--- config.mk ---
export PLATFORM = sky130hd
export DESIGN_NAME = gray_shuffle_table_ops
export DESIGN_NICKNAME = d
export VERILOG_FILES = /design/src/core/table_ops_pkg.sv /design/src/core/gray_shuffle_table_ops.sv
export SDC_FILE = /design/constraint.sdc
export NUM_CORES = 1
export LEC_CHECK = 0
export BUFFER_PORTS_ARGS = -buffer_cell sky130_fd_sc_hd__buf_2
export CAP_MARGIN = 5
export CORE_ASPECT_RATIO = 0.6
export CORE_UTILIZATION = 55
export DETAILED_ROUTE_END_ITERATION = 8
export PLACE_DENSITY = 0.79
export SETUP_SLACK_MARGIN = 0.05
export SYNTH_ARGS = -nofsm -noshare
export SYNTH_HDL_FRONTEND = slang
export SYNTH_SLANG_ARGS = --single-unit
--- constraint.sdc ---
create_clock -name mclk -period 3.4 [get_ports mclk]
set_input_delay 0.17 -clock mclk [delete_from_list [all_inputs] [get_ports mclk]]
set_output_delay 0.17 -clock mclk [all_outputs]
set_load 0.05 [all_outputs]
--- src/core/table_ops_pkg.sv ---
// constants and types for the gray, shuffle and table datapath
package table_ops_pkg;
    localparam int ACC_W = 32;
    localparam int WORD_W = 16;
    localparam int ADDR_W = 16;
    localparam int DIGITS = 8;
    localparam int GRAY_W = 16;
    localparam int BCD_W = 10;
    localparam logic [11:0] COPY_MAX = 12'hfff;
    localparam logic [7:0] BIT_TABLE_MAX = 8'hff;
    localparam int BIT_SHIFT = 4;

    // ----------------------------------------
    // operation codes
    // ----------------------------------------
    typedef enum logic [2:0] {
        OP_GRAY = 3'h0,
        OP_SHUFFLE = 3'h1,
        OP_TABLE_COPY = 3'h2,
        OP_LABEL_COPY = 3'h3,
        OP_BIT_SET = 3'h4,
        OP_BIT_CLEAR = 3'h5
    } op_t;

    typedef enum logic [1:0] {
        ST_IDLE = 2'h0,
        ST_COPY_RD = 2'h1,
        ST_COPY_WR = 2'h2,
        ST_BIT_RMW = 2'h3
    } state_t;

    typedef struct packed {
        op_t op;
        logic [ACC_W-1:0] acc;
        logic [ACC_W-1:0] stack1;
        logic [ACC_W-1:0] stack2;
        logic [ADDR_W-1:0] operand;
    } cmd_t;

    typedef struct packed {
        logic zero;
        logic negative;
        logic range_err;
    } flags_t;

    // memory request: label selects program-memory label area
    typedef struct packed {
        logic rd;
        logic wr;
        logic label;
        logic [ADDR_W-1:0] addr;
        logic [WORD_W-1:0] wdata;
    } mem_req_t;
endpackage
--- src/core/gray_shuffle_table_ops.sv ---
// accumulator datapath for gray, shuffle, table copy and table bit ops
module gray_shuffle_table_ops #(
    parameter int COPY_LIMIT = 4095
) (
    // clock and reset
    input wire logic mclk,
    input wire logic reset,
    // instruction
    input wire logic cmd_valid,
    output logic cmd_ready,
    input wire table_ops_pkg::cmd_t cmd,
    input wire logic scan_end,
    // results
    output logic done,
    output logic [table_ops_pkg::ACC_W-1:0] acc_out,
    output table_ops_pkg::flags_t flags,
    // word / label memory
    output table_ops_pkg::mem_req_t mem_req,
    input wire logic mem_rvalid,
    input wire logic [table_ops_pkg::WORD_W-1:0] mem_rdata
);
    localparam int AW = table_ops_pkg::ADDR_W;
    localparam int WW = table_ops_pkg::WORD_W;
    localparam int AC = table_ops_pkg::ACC_W;

    // refuse a copy limit the 12-bit word counter cannot hold
    if (COPY_LIMIT < 1 || COPY_LIMIT > int'(table_ops_pkg::COPY_MAX))
    begin : g_bad_limit
        $error("COPY_LIMIT out of range");
    end

    // ----------------------------------------
    // combinational conversions
    // ----------------------------------------
    function automatic logic [AC-1:0] gray_to_bcd(input logic [AC-1:0] a);
        logic [table_ops_pkg::GRAY_W-1:0] b;
        logic [table_ops_pkg::BCD_W+3:0] bcd;
        logic [table_ops_pkg::BCD_W-1:0] v;
        b = '0;
        bcd = '0;
        b[table_ops_pkg::GRAY_W-1] = a[table_ops_pkg::GRAY_W-1];
        for (int i = table_ops_pkg::GRAY_W - 2; i >= 0; i--)
            b[i] = b[i+1] ^ a[i];
        v = b[table_ops_pkg::BCD_W-1:0];
        for (int i = table_ops_pkg::BCD_W - 1; i >= 0; i--)
        begin
            // top two bits never exceed one, so only three digits need adjusting
            for (int d = 0; d < 3; d++)
                if (bcd[d*4+:4] > 4'h4)
                    bcd[d*4+:4] = bcd[d*4+:4] + 4'h3;
            bcd = {bcd[table_ops_pkg::BCD_W+2:0], v[i]};
        end
        // result limited to 10 bits, upper bits cleared
        gray_to_bcd = {{(AC - table_ops_pkg::BCD_W){1'b0}}, bcd[table_ops_pkg::BCD_W-1:0]};
    endfunction

    function automatic logic [AC-1:0] shuffle(input logic [AC-1:0] src, input logic [AC-1:0] ord);
        logic [AC-1:0] r;
        logic [3:0] o;
        r = '0;
        // low positions first so the most significant duplicate wins
        for (int i = 0; i < table_ops_pkg::DIGITS; i++)
        begin
            o = ord[i*4+:4];
            // order digit o places source digit i at result digit o-1
            if (o >= 4'h1 && o <= 4'h8)
                r[(int'(o)-1)*4+:4] = src[i*4+:4];
            // digits 0 and 9..f place nothing, leaving zero
        end
        shuffle = r;
    endfunction

    // ----------------------------------------
    // sequencer state
    // ----------------------------------------
    table_ops_pkg::state_t state_reg, state_next;
    logic [AC-1:0] acc_reg, acc_next;
    table_ops_pkg::flags_t flags_reg, flags_next;
    logic [AW-1:0] src_reg, src_next;
    logic [AW-1:0] dst_reg, dst_next;
    logic [11:0] count_reg, count_next;
    logic label_reg, label_next;
    logic set_reg, set_next;
    logic [3:0] bitpos_reg, bitpos_next;
    logic [WW-1:0] data_reg, data_next;
    logic done_reg, done_next;
    table_ops_pkg::mem_req_t req_reg, req_next;

    logic [AW:0] bit_word;
    logic [AC-1:0] copy_count_src;

    always_comb
    begin
        state_next = state_reg;
        acc_next = acc_reg;
        flags_next = flags_reg;
        src_next = src_reg;
        dst_next = dst_reg;
        count_next = count_reg;
        label_next = label_reg;
        set_next = set_reg;
        bitpos_next = bitpos_reg;
        data_next = data_reg;
        done_next = 1'b0;
        req_next = '0;
        bit_word = '0;
        copy_count_src = '0;
        // flags only need to hold until scan end
        if (scan_end)
            flags_next = '0;
        unique case (state_reg)
            table_ops_pkg::ST_IDLE:
            begin
                if (cmd_valid)
                begin
                    unique case (cmd.op)
                        table_ops_pkg::OP_GRAY, table_ops_pkg::OP_SHUFFLE:
                        begin
                            if (cmd.op == table_ops_pkg::OP_GRAY)
                                acc_next = gray_to_bcd(cmd.acc);
                            else
                                acc_next = shuffle(cmd.stack1, cmd.acc);
                            flags_next.zero = (acc_next == '0);
                            flags_next.negative = acc_next[AC-1];
                            done_next = 1'b1;
                        end
                        table_ops_pkg::OP_TABLE_COPY, table_ops_pkg::OP_LABEL_COPY:
                        begin
                            label_next = (cmd.op == table_ops_pkg::OP_LABEL_COPY);
                            if (label_next)
                            begin
                                // count stack two, offset stack one
                                copy_count_src = cmd.stack2;
                                src_next = cmd.acc[AW-1:0] + cmd.stack1[AW-1:0];
                                dst_next = cmd.operand + cmd.stack1[AW-1:0];
                            end
                            else
                            begin
                                copy_count_src = cmd.stack1;
                                src_next = cmd.acc[AW-1:0];
                                dst_next = cmd.operand;
                            end
                            // oversize count or source beyond address range
                            if (copy_count_src > AC'(COPY_LIMIT) || cmd.acc[AC-1:AW] != '0)
                            begin
                                flags_next.range_err = 1'b1;
                                done_next = 1'b1;
                            end
                            else
                            begin
                                flags_next.range_err = 1'b0;
                                count_next = copy_count_src[11:0];
                                if (copy_count_src == '0)
                                    done_next = 1'b1;
                                else
                                    state_next = table_ops_pkg::ST_COPY_RD;
                            end
                        end
                        table_ops_pkg::OP_BIT_SET, table_ops_pkg::OP_BIT_CLEAR:
                        begin
                            set_next = (cmd.op == table_ops_pkg::OP_BIT_SET);
                            // 16 bits per word across the table
                            bit_word = {1'b0, cmd.operand} >> table_ops_pkg::BIT_SHIFT;
                            bitpos_next = cmd.operand[table_ops_pkg::BIT_SHIFT-1:0];
                            src_next = cmd.acc[AW-1:0] + bit_word[AW-1:0];
                            label_next = 1'b0;
                            // index past last bit: flag and touch nothing
                            if (bit_word >= {{(AW-7){1'b0}}, cmd.stack1[7:0]})
                            begin
                                flags_next.range_err = 1'b1;
                                done_next = 1'b1;
                            end
                            else
                            begin
                                flags_next.range_err = 1'b0;
                                req_next.rd = 1'b1;
                                req_next.addr = src_next;
                                state_next = table_ops_pkg::ST_BIT_RMW;
                            end
                        end
                        default:
                            done_next = 1'b1;
                    endcase
                end
            end
            table_ops_pkg::ST_COPY_RD:
            begin
                req_next.rd = 1'b1;
                req_next.label = label_reg;
                req_next.addr = src_reg;
                state_next = table_ops_pkg::ST_COPY_WR;
            end
            table_ops_pkg::ST_COPY_WR:
            begin
                if (mem_rvalid)
                begin
                    req_next.wr = 1'b1;
                    req_next.addr = dst_reg;
                    req_next.wdata = mem_rdata;
                    src_next = src_reg + 16'h0001;
                    dst_next = dst_reg + 16'h0001;
                    count_next = count_reg - 12'h001;
                    if (count_reg == 12'h001)
                    begin
                        state_next = table_ops_pkg::ST_IDLE;
                        done_next = 1'b1;
                    end
                    else
                        state_next = table_ops_pkg::ST_COPY_RD;
                end
            end
            table_ops_pkg::ST_BIT_RMW:
            begin
                if (mem_rvalid)
                begin
                    data_next = mem_rdata;
                    data_next[bitpos_reg] = set_reg;
                    req_next.wr = 1'b1;
                    req_next.addr = src_reg;
                    req_next.wdata = data_next;
                    state_next = table_ops_pkg::ST_IDLE;
                    done_next = 1'b1;
                end
            end
        endcase
    end

    always_ff @(posedge mclk or posedge reset)
    begin
        if (reset)
        begin
            state_reg <= table_ops_pkg::ST_IDLE;
            acc_reg <= '0;
            flags_reg <= '0;
            src_reg <= '0;
            dst_reg <= '0;
            count_reg <= '0;
            label_reg <= 1'b0;
            set_reg <= 1'b0;
            bitpos_reg <= '0;
            data_reg <= '0;
            done_reg <= 1'b0;
            req_reg <= '0;
        end
        else
        begin
            state_reg <= state_next;
            acc_reg <= acc_next;
            flags_reg <= flags_next;
            src_reg <= src_next;
            dst_reg <= dst_next;
            count_reg <= count_next;
            label_reg <= label_next;
            set_reg <= set_next;
            bitpos_reg <= bitpos_next;
            data_reg <= data_next;
            done_reg <= done_next;
            req_reg <= req_next;
        end
    end

    assign cmd_ready = (state_reg == table_ops_pkg::ST_IDLE);
    assign done = done_reg;
    assign acc_out = acc_reg;
    assign flags = flags_reg;
    assign mem_req = req_reg;
endmodule // gray_shuffle_table_ops

==> results.ini, run 1 <==
[clock_network]
cts.sinks=123
cts_root_buf=clkbuf_16
cts_made_buffers=17
clock_path_buffers=2
htree_levels=4

[yosys]
synth_cell_types=95
ys_seq_area_share_pct=18.5
synth_flop_cell=dfrtp_1
yosys_warnings=0
ys_async_sr_fraction_pct=100
synthCells=2320
synth_edf_count=0
synth-seq-cells=123
synth.cell_area_sq_mm=0.0166
syn_area_per_cell_sq_um=7.17
syn-num-nets=2601

[global_route]
overflow=183
antenna_found_initial=17
grt_use_total_pct=75.0
grt_max_degree=90

[floorplan]
die_h_um=137
start_util_pct=56.8
rows=48
io_pins=208
die_w_um=226

[place]
pre_cts_ws_ns=-4.35
dp_cells=3352
io_buffers=207
globalplace.congestion=1.12
post-dp-hpwl_um=58600

[status]
run_status=did not finish
lastStage=global routing (5_1_grt)
firstError=[ERROR GRT-0232] Routing congestion too high. Check the congestion heatmap in the GUI.

[timing]
worstEpCategory=sequential cell input
grt_repair_worst_endpoint=flags[2]$_DFF_PP0_/D

==> per-stage QoR <==
| stage | hold slack, ns | cell area, sq um | util, % |
|---|---|---|---|
| 3_3_place_gp | 0.349 | 22400 | 76.5 |
| 4_1_cts | 0.00496 | 24400 | 83.6 |
| 2_1_floorplan | 0.267 | 17300 | - |
| 3_5_place_dp | 0.355 | 22400 | 76.5 |
==> what timing repair did <==
action	4_1_cts
pin swaps	106
buffers inserted	59
hold endpoints to repair	139
hold buffers	17
setup endpoints to repair	36
gates resized for setup	202
==> synthesized netlist by cell type, types with 41 or more instances <==
cell / count / area, sq um
xnor2_1: 46 / 403
a21oi_1: 186 / 931
o211ai_1: 42 / 315
nor2_1: 224 / 841
nand2_1: 219 / 822
nor3_1: 79 / 395
inv_1: 127 / 477
dfrtp_1: 123 / 3080
nor2b_1: 41 / 257
clkbuf_1: 118 / 443
nand3_1: 102 / 510
o21ai_0: 175 / 876
ha_1: 142 / 1780
==> metal layers <==
| layer | global-route usage [%] | GRT overflow |
|---|---|---|
| met1 | 80.5 | 16 |
| met3 | 60.0 | 16 |
| met4 | 62.1 | 66 |
| met2 | 88.7 | 82 |
| met5 | 47.4 | 3 |
==> cell families after synthesis <==
family / count (synthesis) / synth area share (%)
compound gates: 741 / 29.4
xor+xnor: 61 / 3.31
fa+ha+maj: 145 / 11.0
buf+inv: 259 / 5.94
flops: 123 / 18.5
mux: 56 / 3.70
simple gates: 935 / 28.1
==> inputs of run 2 (changes only) <==
Settings changed: CORE_ASPECT_RATIO 0.6 to default, CORE_UTILIZATION 55 to 40, PLACE_DENSITY 0.79 to default, PLACE_DENSITY_LB_ADDON from default to 0.15, SETUP_SLACK_MARGIN 0.05 to default.
Clock period 3.4 ns to 4.4 ns, I/O delays scaled along.
==> results.ini, run 2 <==
[yosys]
syn_area_per_cell_sq_um=7.17  ; unchanged
synthCells=2320  ; unchanged
synth_cell_types=95  ; unchanged
synth_edf_count=0  ; unchanged
synth_common_cells=nor2_1 (224), nand2_1 (219), a21oi_1 (186), o21ai_0 (175), ha_1 (142)  ; unchanged
synth_flop_cell=dfrtp_1  ; unchanged
syn-num-nets=2601  ; unchanged
synth.cell_area_sq_mm=0.0166  ; unchanged
netlist_top_cells_area=dfrtp_1 (19%), ha_1 (11%), a21oi_1 (5.6%)  ; unchanged
synth_top_area_share_pct=18.5  ; unchanged
yosysMostFrequentCell=nor2_1  ; unchanged
ys_async_sr_fraction_pct=100  ; unchanged
yosys.area.top_type=dfrtp_1  ; unchanged
synth-seq-cells=123  ; unchanged
ys_seq_area_share_pct=18.5  ; unchanged
yosys_warnings=0  ; unchanged

[drt]
wl_met1_um=29100
ant_nets=0
dr.pass1.iters=5
wl_per_cell_um=20.1
via_per_inst=5.91
routed_wl_um=70200
highest_layer=met5
drc=0
drtIter0Drc=1624
via_count=20600
wl_met3_um=4950
dr_wl_met2_um=32700

[clock_network]
clkTransAtPathRegs_ns=0.07
cts_root_buf=clkbuf_16  ; unchanged
cts.sinks=123  ; unchanged
cts_made_buffers=17  ; unchanged
cts_tree=done
clock_path_buffers=2  ; unchanged
htree_levels=4  ; unchanged
clk_latency_ns=0.45

[timing]
max_freq_mhz=147
hold_viol=0
fin_ws_ns=-2.42
period_share_pct=155
setup-tns-final_ns=-22.18
drv_slew=0
rsz0062_at_grt=true
finalCriticalPeriod_ns=6.82
slew_headroom_pct=45.7
setup_viol=10
worstMarginPinSlew_ns=0.804
fin_worst_skew_ns=0.00838

[finish]
area_growth_syn_to_layout_pct=39.2
nets=3225
largest_reg_flops=35
drive_gt1_share_pct=31.7
diodes=0
final_common_cell=buf_4
design_area_sq_mm=0.0231
layout_common_cells=buf_4 (518), nor2_1 (220), nand2_1 (219)
final_core_util_pct=56.5

[power_and_ir_drop]
p_comb_share_pct=84.3
clkPwrFrac_pct=6.6
p_int_w=0.0119
vdd.ir_drop.worst_uv=1530
power_switching_w=0.00995
total_power_w=0.0218
seqPwrFrac_pct=9.2
sw_frac_of_total_pct=45.6
p_per_area_mw_per_mm2=944
power_leakage_nw=10.7

[critical_path]
cp_max_fo=4
r2r_cells=6
crit_path_max_incr_delay_ns=0.49
r2r-start=state_reg[1]$_DFFE_PP0P_
r2r_slack_ns=0.97
end_kind=flip-flop
startpoint_type=input port
required_ns=4.73
rr_endpoint=src_reg[13]$_DFFE_PP0P_
critical_path_class=input port to flip-flop
cp_slowest_cell=mux4_2
critPathArrivalTime_ns=7.15
crit_top_cell=ha_4

[place]
post-dp-hpwl_um=56600  ; was 58,600 um
pre_cts_ws_ns=-3.30  ; was -4.35 ns
globalplace.congestion=1.04  ; was 1.12
placed_cell_area_sq_mm=0.0217  ; was 0.0224 sq mm
io_buffers=207  ; unchanged

[floorplan]
die_h_um=206  ; was 137 um
io_pins=208  ; unchanged
dieArea_sq_mm=0.0424
core-area_sq_mm=0.0409
rows=74  ; was 48
start_util_pct=40.6  ; was 56.8%
die_w_um=206  ; was 226 um

[global_route]
grt_pass1_wl_um=107000
overflow=0
grt_use_total_pct=32.4
grt_max_degree=68
grt_pass1_vias=19400
antenna_found_initial=1

[min_path]
holdPathStages=3
hp-start=mem_rdata[0]
min_path_type=input port to flip-flop
whs_endpoint=mem_req[0]$_DFF_PP0_

[status]
violations=negative setup slack
run_status=complete, but fails checks  ; was did not finish

[job]
cap_violations=0

-- run 2: power groups by stage --
stage	combinational (W)	clock, W	sequential [W]
2_1_floorplan	0.00814	0	0.00253
3_3_place_gp	0.0134	0	0.00199
3_5_place_dp	0.0137	0	0.00201
4_1_cts	0.0164	0.00145	0.00199
5_1_grt	0.0196	0.00149	0.00206
6_report	0.0184	0.00144	0.00200
-- run 2: worst max-delay path: cells and delay by family --
kind	cells	cell delay [ns]
AO/OA/AOI/OAI	7	1.01
multiplexers	2	0.78
AND/OR/NAND/NOR	10	1.76
buffers and inverters	9	0.94
adder cells (fa/ha/maj)	8	1.68
XOR/XNOR	4	0.74
-- run 2: logic make-up (layout without fill, tap and decap cells) --
group                      count (synthesis)  count (layout)  synth area share [%]
and+or+nand+nor                          935             935                  28.1
AOI/OAI and AO/OA                        741             741                  29.4
buffers and inverters                    259             896                  5.94
adders and majority gates                145             145                  11.0
DFF                                      123             123                  18.5
xor gates and xnor gates                  61              61                  3.31
muxes                                     56              56                  3.70
-- run 2: area by class of cell --
class / instances / area (sq um)
Clock inverter: 12 / 139
Multi-Input combinational cell: 1938 / 13200
Sequential cell: 123 / 3080
Clock buffer: 20 / 447
Tap cell: 532 / 666
Inverter: 131 / 515
Timing Repair Buffer: 733 / 5050
Fill cell: 3935 / 17800
-- run 2: worst max-delay path by stage --
stage | startpoint | end | slack, ns
after global placement | cmd[94] | flags[2]$_DFF_PP0_ | -3.14
after floorplan | cmd[95] | flags[2]$_DFF_PP0_ | -3.52
after global routing | cmd[95] | flags[2]$_DFF_PP0_ | -2.73
after CTS | cmd[94] | flags[2]$_DFF_PP0_ | -2.40
after detailed placement | cmd[94] | flags[2]$_DFF_PP0_ | -3.30
final | cmd[94] | flags[2]$_DFF_PP0_ | -2.42
-- run 2: per-stage QoR --
| step | std cells | hold slack, ns |
|---|---|---|
| 3_3_place_gp | 3416 | 0.413 |
| 4_1_cts | 3477 | 0.00530 |
| 5_1_grt | 3489 | 0.0228 |
| 3_5_place_dp | 3416 | 0.420 |
| 2_1_floorplan | 2320 | 0.317 |
| 6_report | 3489 | 0.0171 |
-- run 2: routing by layer --
layer	track usage, %	vias to the layer above
met5	0	-
met3	4.62	165
met1	41.3	9772
met2	54.1	813
li1	-	9874
met4	14.7	2
-- run 2: repair_timing --
action,CTS,global route
pin swaps,56,41
setup buffers,29,14
hold endpoints to repair,56,0
endpoints found under the setup margin,12,23
hold buffers,1,0
gates resized for setup,44,61
(Power assumes the default switching activity.)
==> inputs of run 3 (changes only) <==
Settings changed: CTS_BUF_LIST from default to sky130_fd_sc_hd__clkbuf_8.
==> results.ini, run 3 (synthesis gave the netlist of run 2 again) <==
[floorplan]
core-area_sq_mm=0.0409  ; unchanged
die_w_um=206  ; unchanged
dieArea_sq_mm=0.0424  ; unchanged
die_h_um=206  ; unchanged
io_pins=208  ; unchanged
start_util_pct=40.6  ; unchanged
rows=74  ; unchanged

[finish]
nets=3243  ; was 3,225
final_core_util_pct=56.4  ; was 56.5%
drive_gt1_share_pct=31.3  ; was 31.7%
seq_area_sq_mm=0.00308  ; unchanged
design_area_sq_mm=0.0231  ; about the same
multi_input_area_sq_mm=0.0132  ; about the same
layout_common_cells=buf_4 (518), nor2_1 (221), nand2_1 (219)  ; was buf_4 (518), nor2_1 (220), nand2_1 (219)
final_common_cell=buf_4  ; unchanged
nFillCells=3929  ; was 3,935
largest_reg_flops=35  ; unchanged
area_growth_syn_to_layout_pct=38.9  ; was 39.2%

[drt]
wl_per_cell_um=20.1  ; about the same
ant_nets=0  ; unchanged
via_count=20800  ; was 20,600
via_per_inst=5.92  ; was 5.91
dr.pass1.iters=5  ; unchanged
drc=0  ; unchanged
drtIter0Drc=1683  ; was 1,624
routed_wl_um=70600  ; was 70,200 um

[min_path]
min_path_type=input port to flip-flop  ; unchanged

[power_and_ir_drop]
seqPwrFrac_pct=9.3  ; was 9.2%
power_leakage_nw=10.7  ; about the same
vdd.ir_drop.worst_uv=1530  ; about the same
p_int_w=0.0115  ; was 0.0119 W
p_comb_share_pct=85.8  ; was 84.3%
sw_frac_of_total_pct=46.2  ; was 45.6%
power_switching_w=0.00991  ; was 0.00995 W
clkPwrFrac_pct=4.9  ; was 6.6%
p_per_area_mw_per_mm2=929  ; was 944 mW/mm^2

[timing]
slew_headroom_pct=46.1  ; was 45.7%
rsz0062_at_grt=true  ; unchanged
worstMarginPinSlew_ns=0.798  ; was 0.804 ns
fin_worst_skew_ns=0.0107  ; was 0.00838 ns
max_freq_mhz=147  ; about the same
drv_slew=0  ; unchanged
period_share_pct=154  ; was 155%
setup-tns-final_ns=-21.85  ; was -22.18 ns
finalCriticalPeriod_ns=6.79  ; was 6.82 ns
hold_viol=0  ; unchanged
setup_viol=10  ; unchanged
fin_ws_ns=-2.39  ; was -2.42 ns

[clock_network]
cts.sinks=123  ; unchanged
cts_tree=done  ; unchanged
cts_made_buffers=17  ; unchanged
cts_root_buf=clkbuf_8  ; was clkbuf_16
htree_levels=4  ; unchanged
clkTransAtPathRegs_ns=0.09  ; was 0.07 ns
clock_path_buffers=2  ; unchanged
clk_latency_ns=0.49  ; was 0.45 ns

[critical_path]
end_kind=flip-flop  ; unchanged
critical_path_class=input port to flip-flop  ; unchanged
critPathArrivalTime_ns=7.20  ; was 7.15 ns
crit_top_cell=ha_4  ; unchanged
crit_path_max_incr_delay_ns=0.41  ; was 0.49 ns
cp_slowest_cell=or4_4  ; was mux4_2
startpoint_type=input port  ; unchanged
cp_max_fo=4  ; unchanged
cp_num_buf_inv=5  ; was 9
required_ns=4.81  ; was 4.73 ns
cp_top_family=adder cells  ; was simple AND/OR/NAND/NOR gates

[place]
pre_cts_ws_ns=-3.30  ; unchanged
globalplace.congestion=1.04  ; unchanged
io_buffers=207  ; unchanged
placed_cell_area_sq_mm=0.0217  ; unchanged
post-dp-hpwl_um=56600  ; unchanged

[status]
run_status=complete, but fails checks  ; unchanged
violations=negative setup slack  ; unchanged

[global_route]
overflow=0  ; unchanged
grt_pass1_wl_um=107000  ; about the same
grt_max_degree=68  ; unchanged
antenna_found_initial=2  ; was 1
grt_use_total_pct=32.5  ; was 32.4%
grt_pass1_vias=19500  ; was 19,400

[job]
cap_violations=0  ; unchanged

[run 3: power groups by stage]
stage          registers [W]  logic, W  clock network [W]
6_report             0.00200    0.0184            0.00105
5_1_grt              0.00206    0.0196            0.00110
4_1_cts              0.00199    0.0164            0.00107
3_5_place_dp         0.00201    0.0137                  0
3_3_place_gp         0.00199    0.0134                  0
2_1_floorplan        0.00253   0.00814                  0
[run 3: tightest hold or removal path, cell delays in order]
cell	delay, ns
buf_2	0.16
nand2_1	0.07
a31oi_1	0.06
[run 3: path summary, 6_finish.rpt]
path	startpoint	slack, ns	to	cells past startpoint
worst max-delay path	cmd[94]	-2.39	flags[2]$_DFF_PP0_	40
worst min-delay path	cmd[14]	0.06	dst_reg[14]$_DFFE_PP0P_	3
worst max register to register	state_reg[1]$_DFFE_PP0P_	0.96	src_reg[13]$_DFFE_PP0P_	6
worst min register to register	acc_out[23]$_DFFE_PP0P_	0.48	acc_out[23]$_DFFE_PP0P_	2
max in group asynchronous	reset	3.09	mem_req[20]$_DFF_PP0_	4
min in group asynchronous	reset	0.44	acc_out[18]$_DFFE_PP0P_	3
[run 3: per-layer routing]
metal | share of wire, % | wire (um) | track usage [%] | up-vias
li1 | - | - | - | 9900
met1 | 42 | 29500 | 41.4 | 9889
met2 | 46 | 32700 | 54.0 | 808
met3 | 7.0 | 4980 | 4.56 | 175
met4 | 4.8 | 3410 | 15.1 | 2
met5 | 0.021 | 15 | 0 | -
[run 3: what timing repair did]
item,CTS,global route
hold endpoints to repair,73,0
setup buffers,29,14
resized for setup,43,53
pin swaps,56,41
hold buffers,19,0
setup endpoints to repair,12,21
[run 3: cell type report]
class                   instances  area share [%]
well taps                     532            2.88
clock buffers                  18            1.07
clock inverters                14           0.634
repair buffers                751            22.6
diodes                          2          0.0217
inverters                     131            2.23
flip-flops and latches        123            13.3
multi-input cells            1938            57.2
[run 3: through the flow]
stage,std cells,power (W),hold WS (ns)
6_report,3509,0.0215,0.0615
5_1_grt,3507,0.0228,0.0820
4_1_cts,3495,0.0195,0.0173
3_5_place_dp,3416,0.0157,0.420
3_3_place_gp,3416,0.0154,0.413
2_1_floorplan,2320,0.0107,0.317
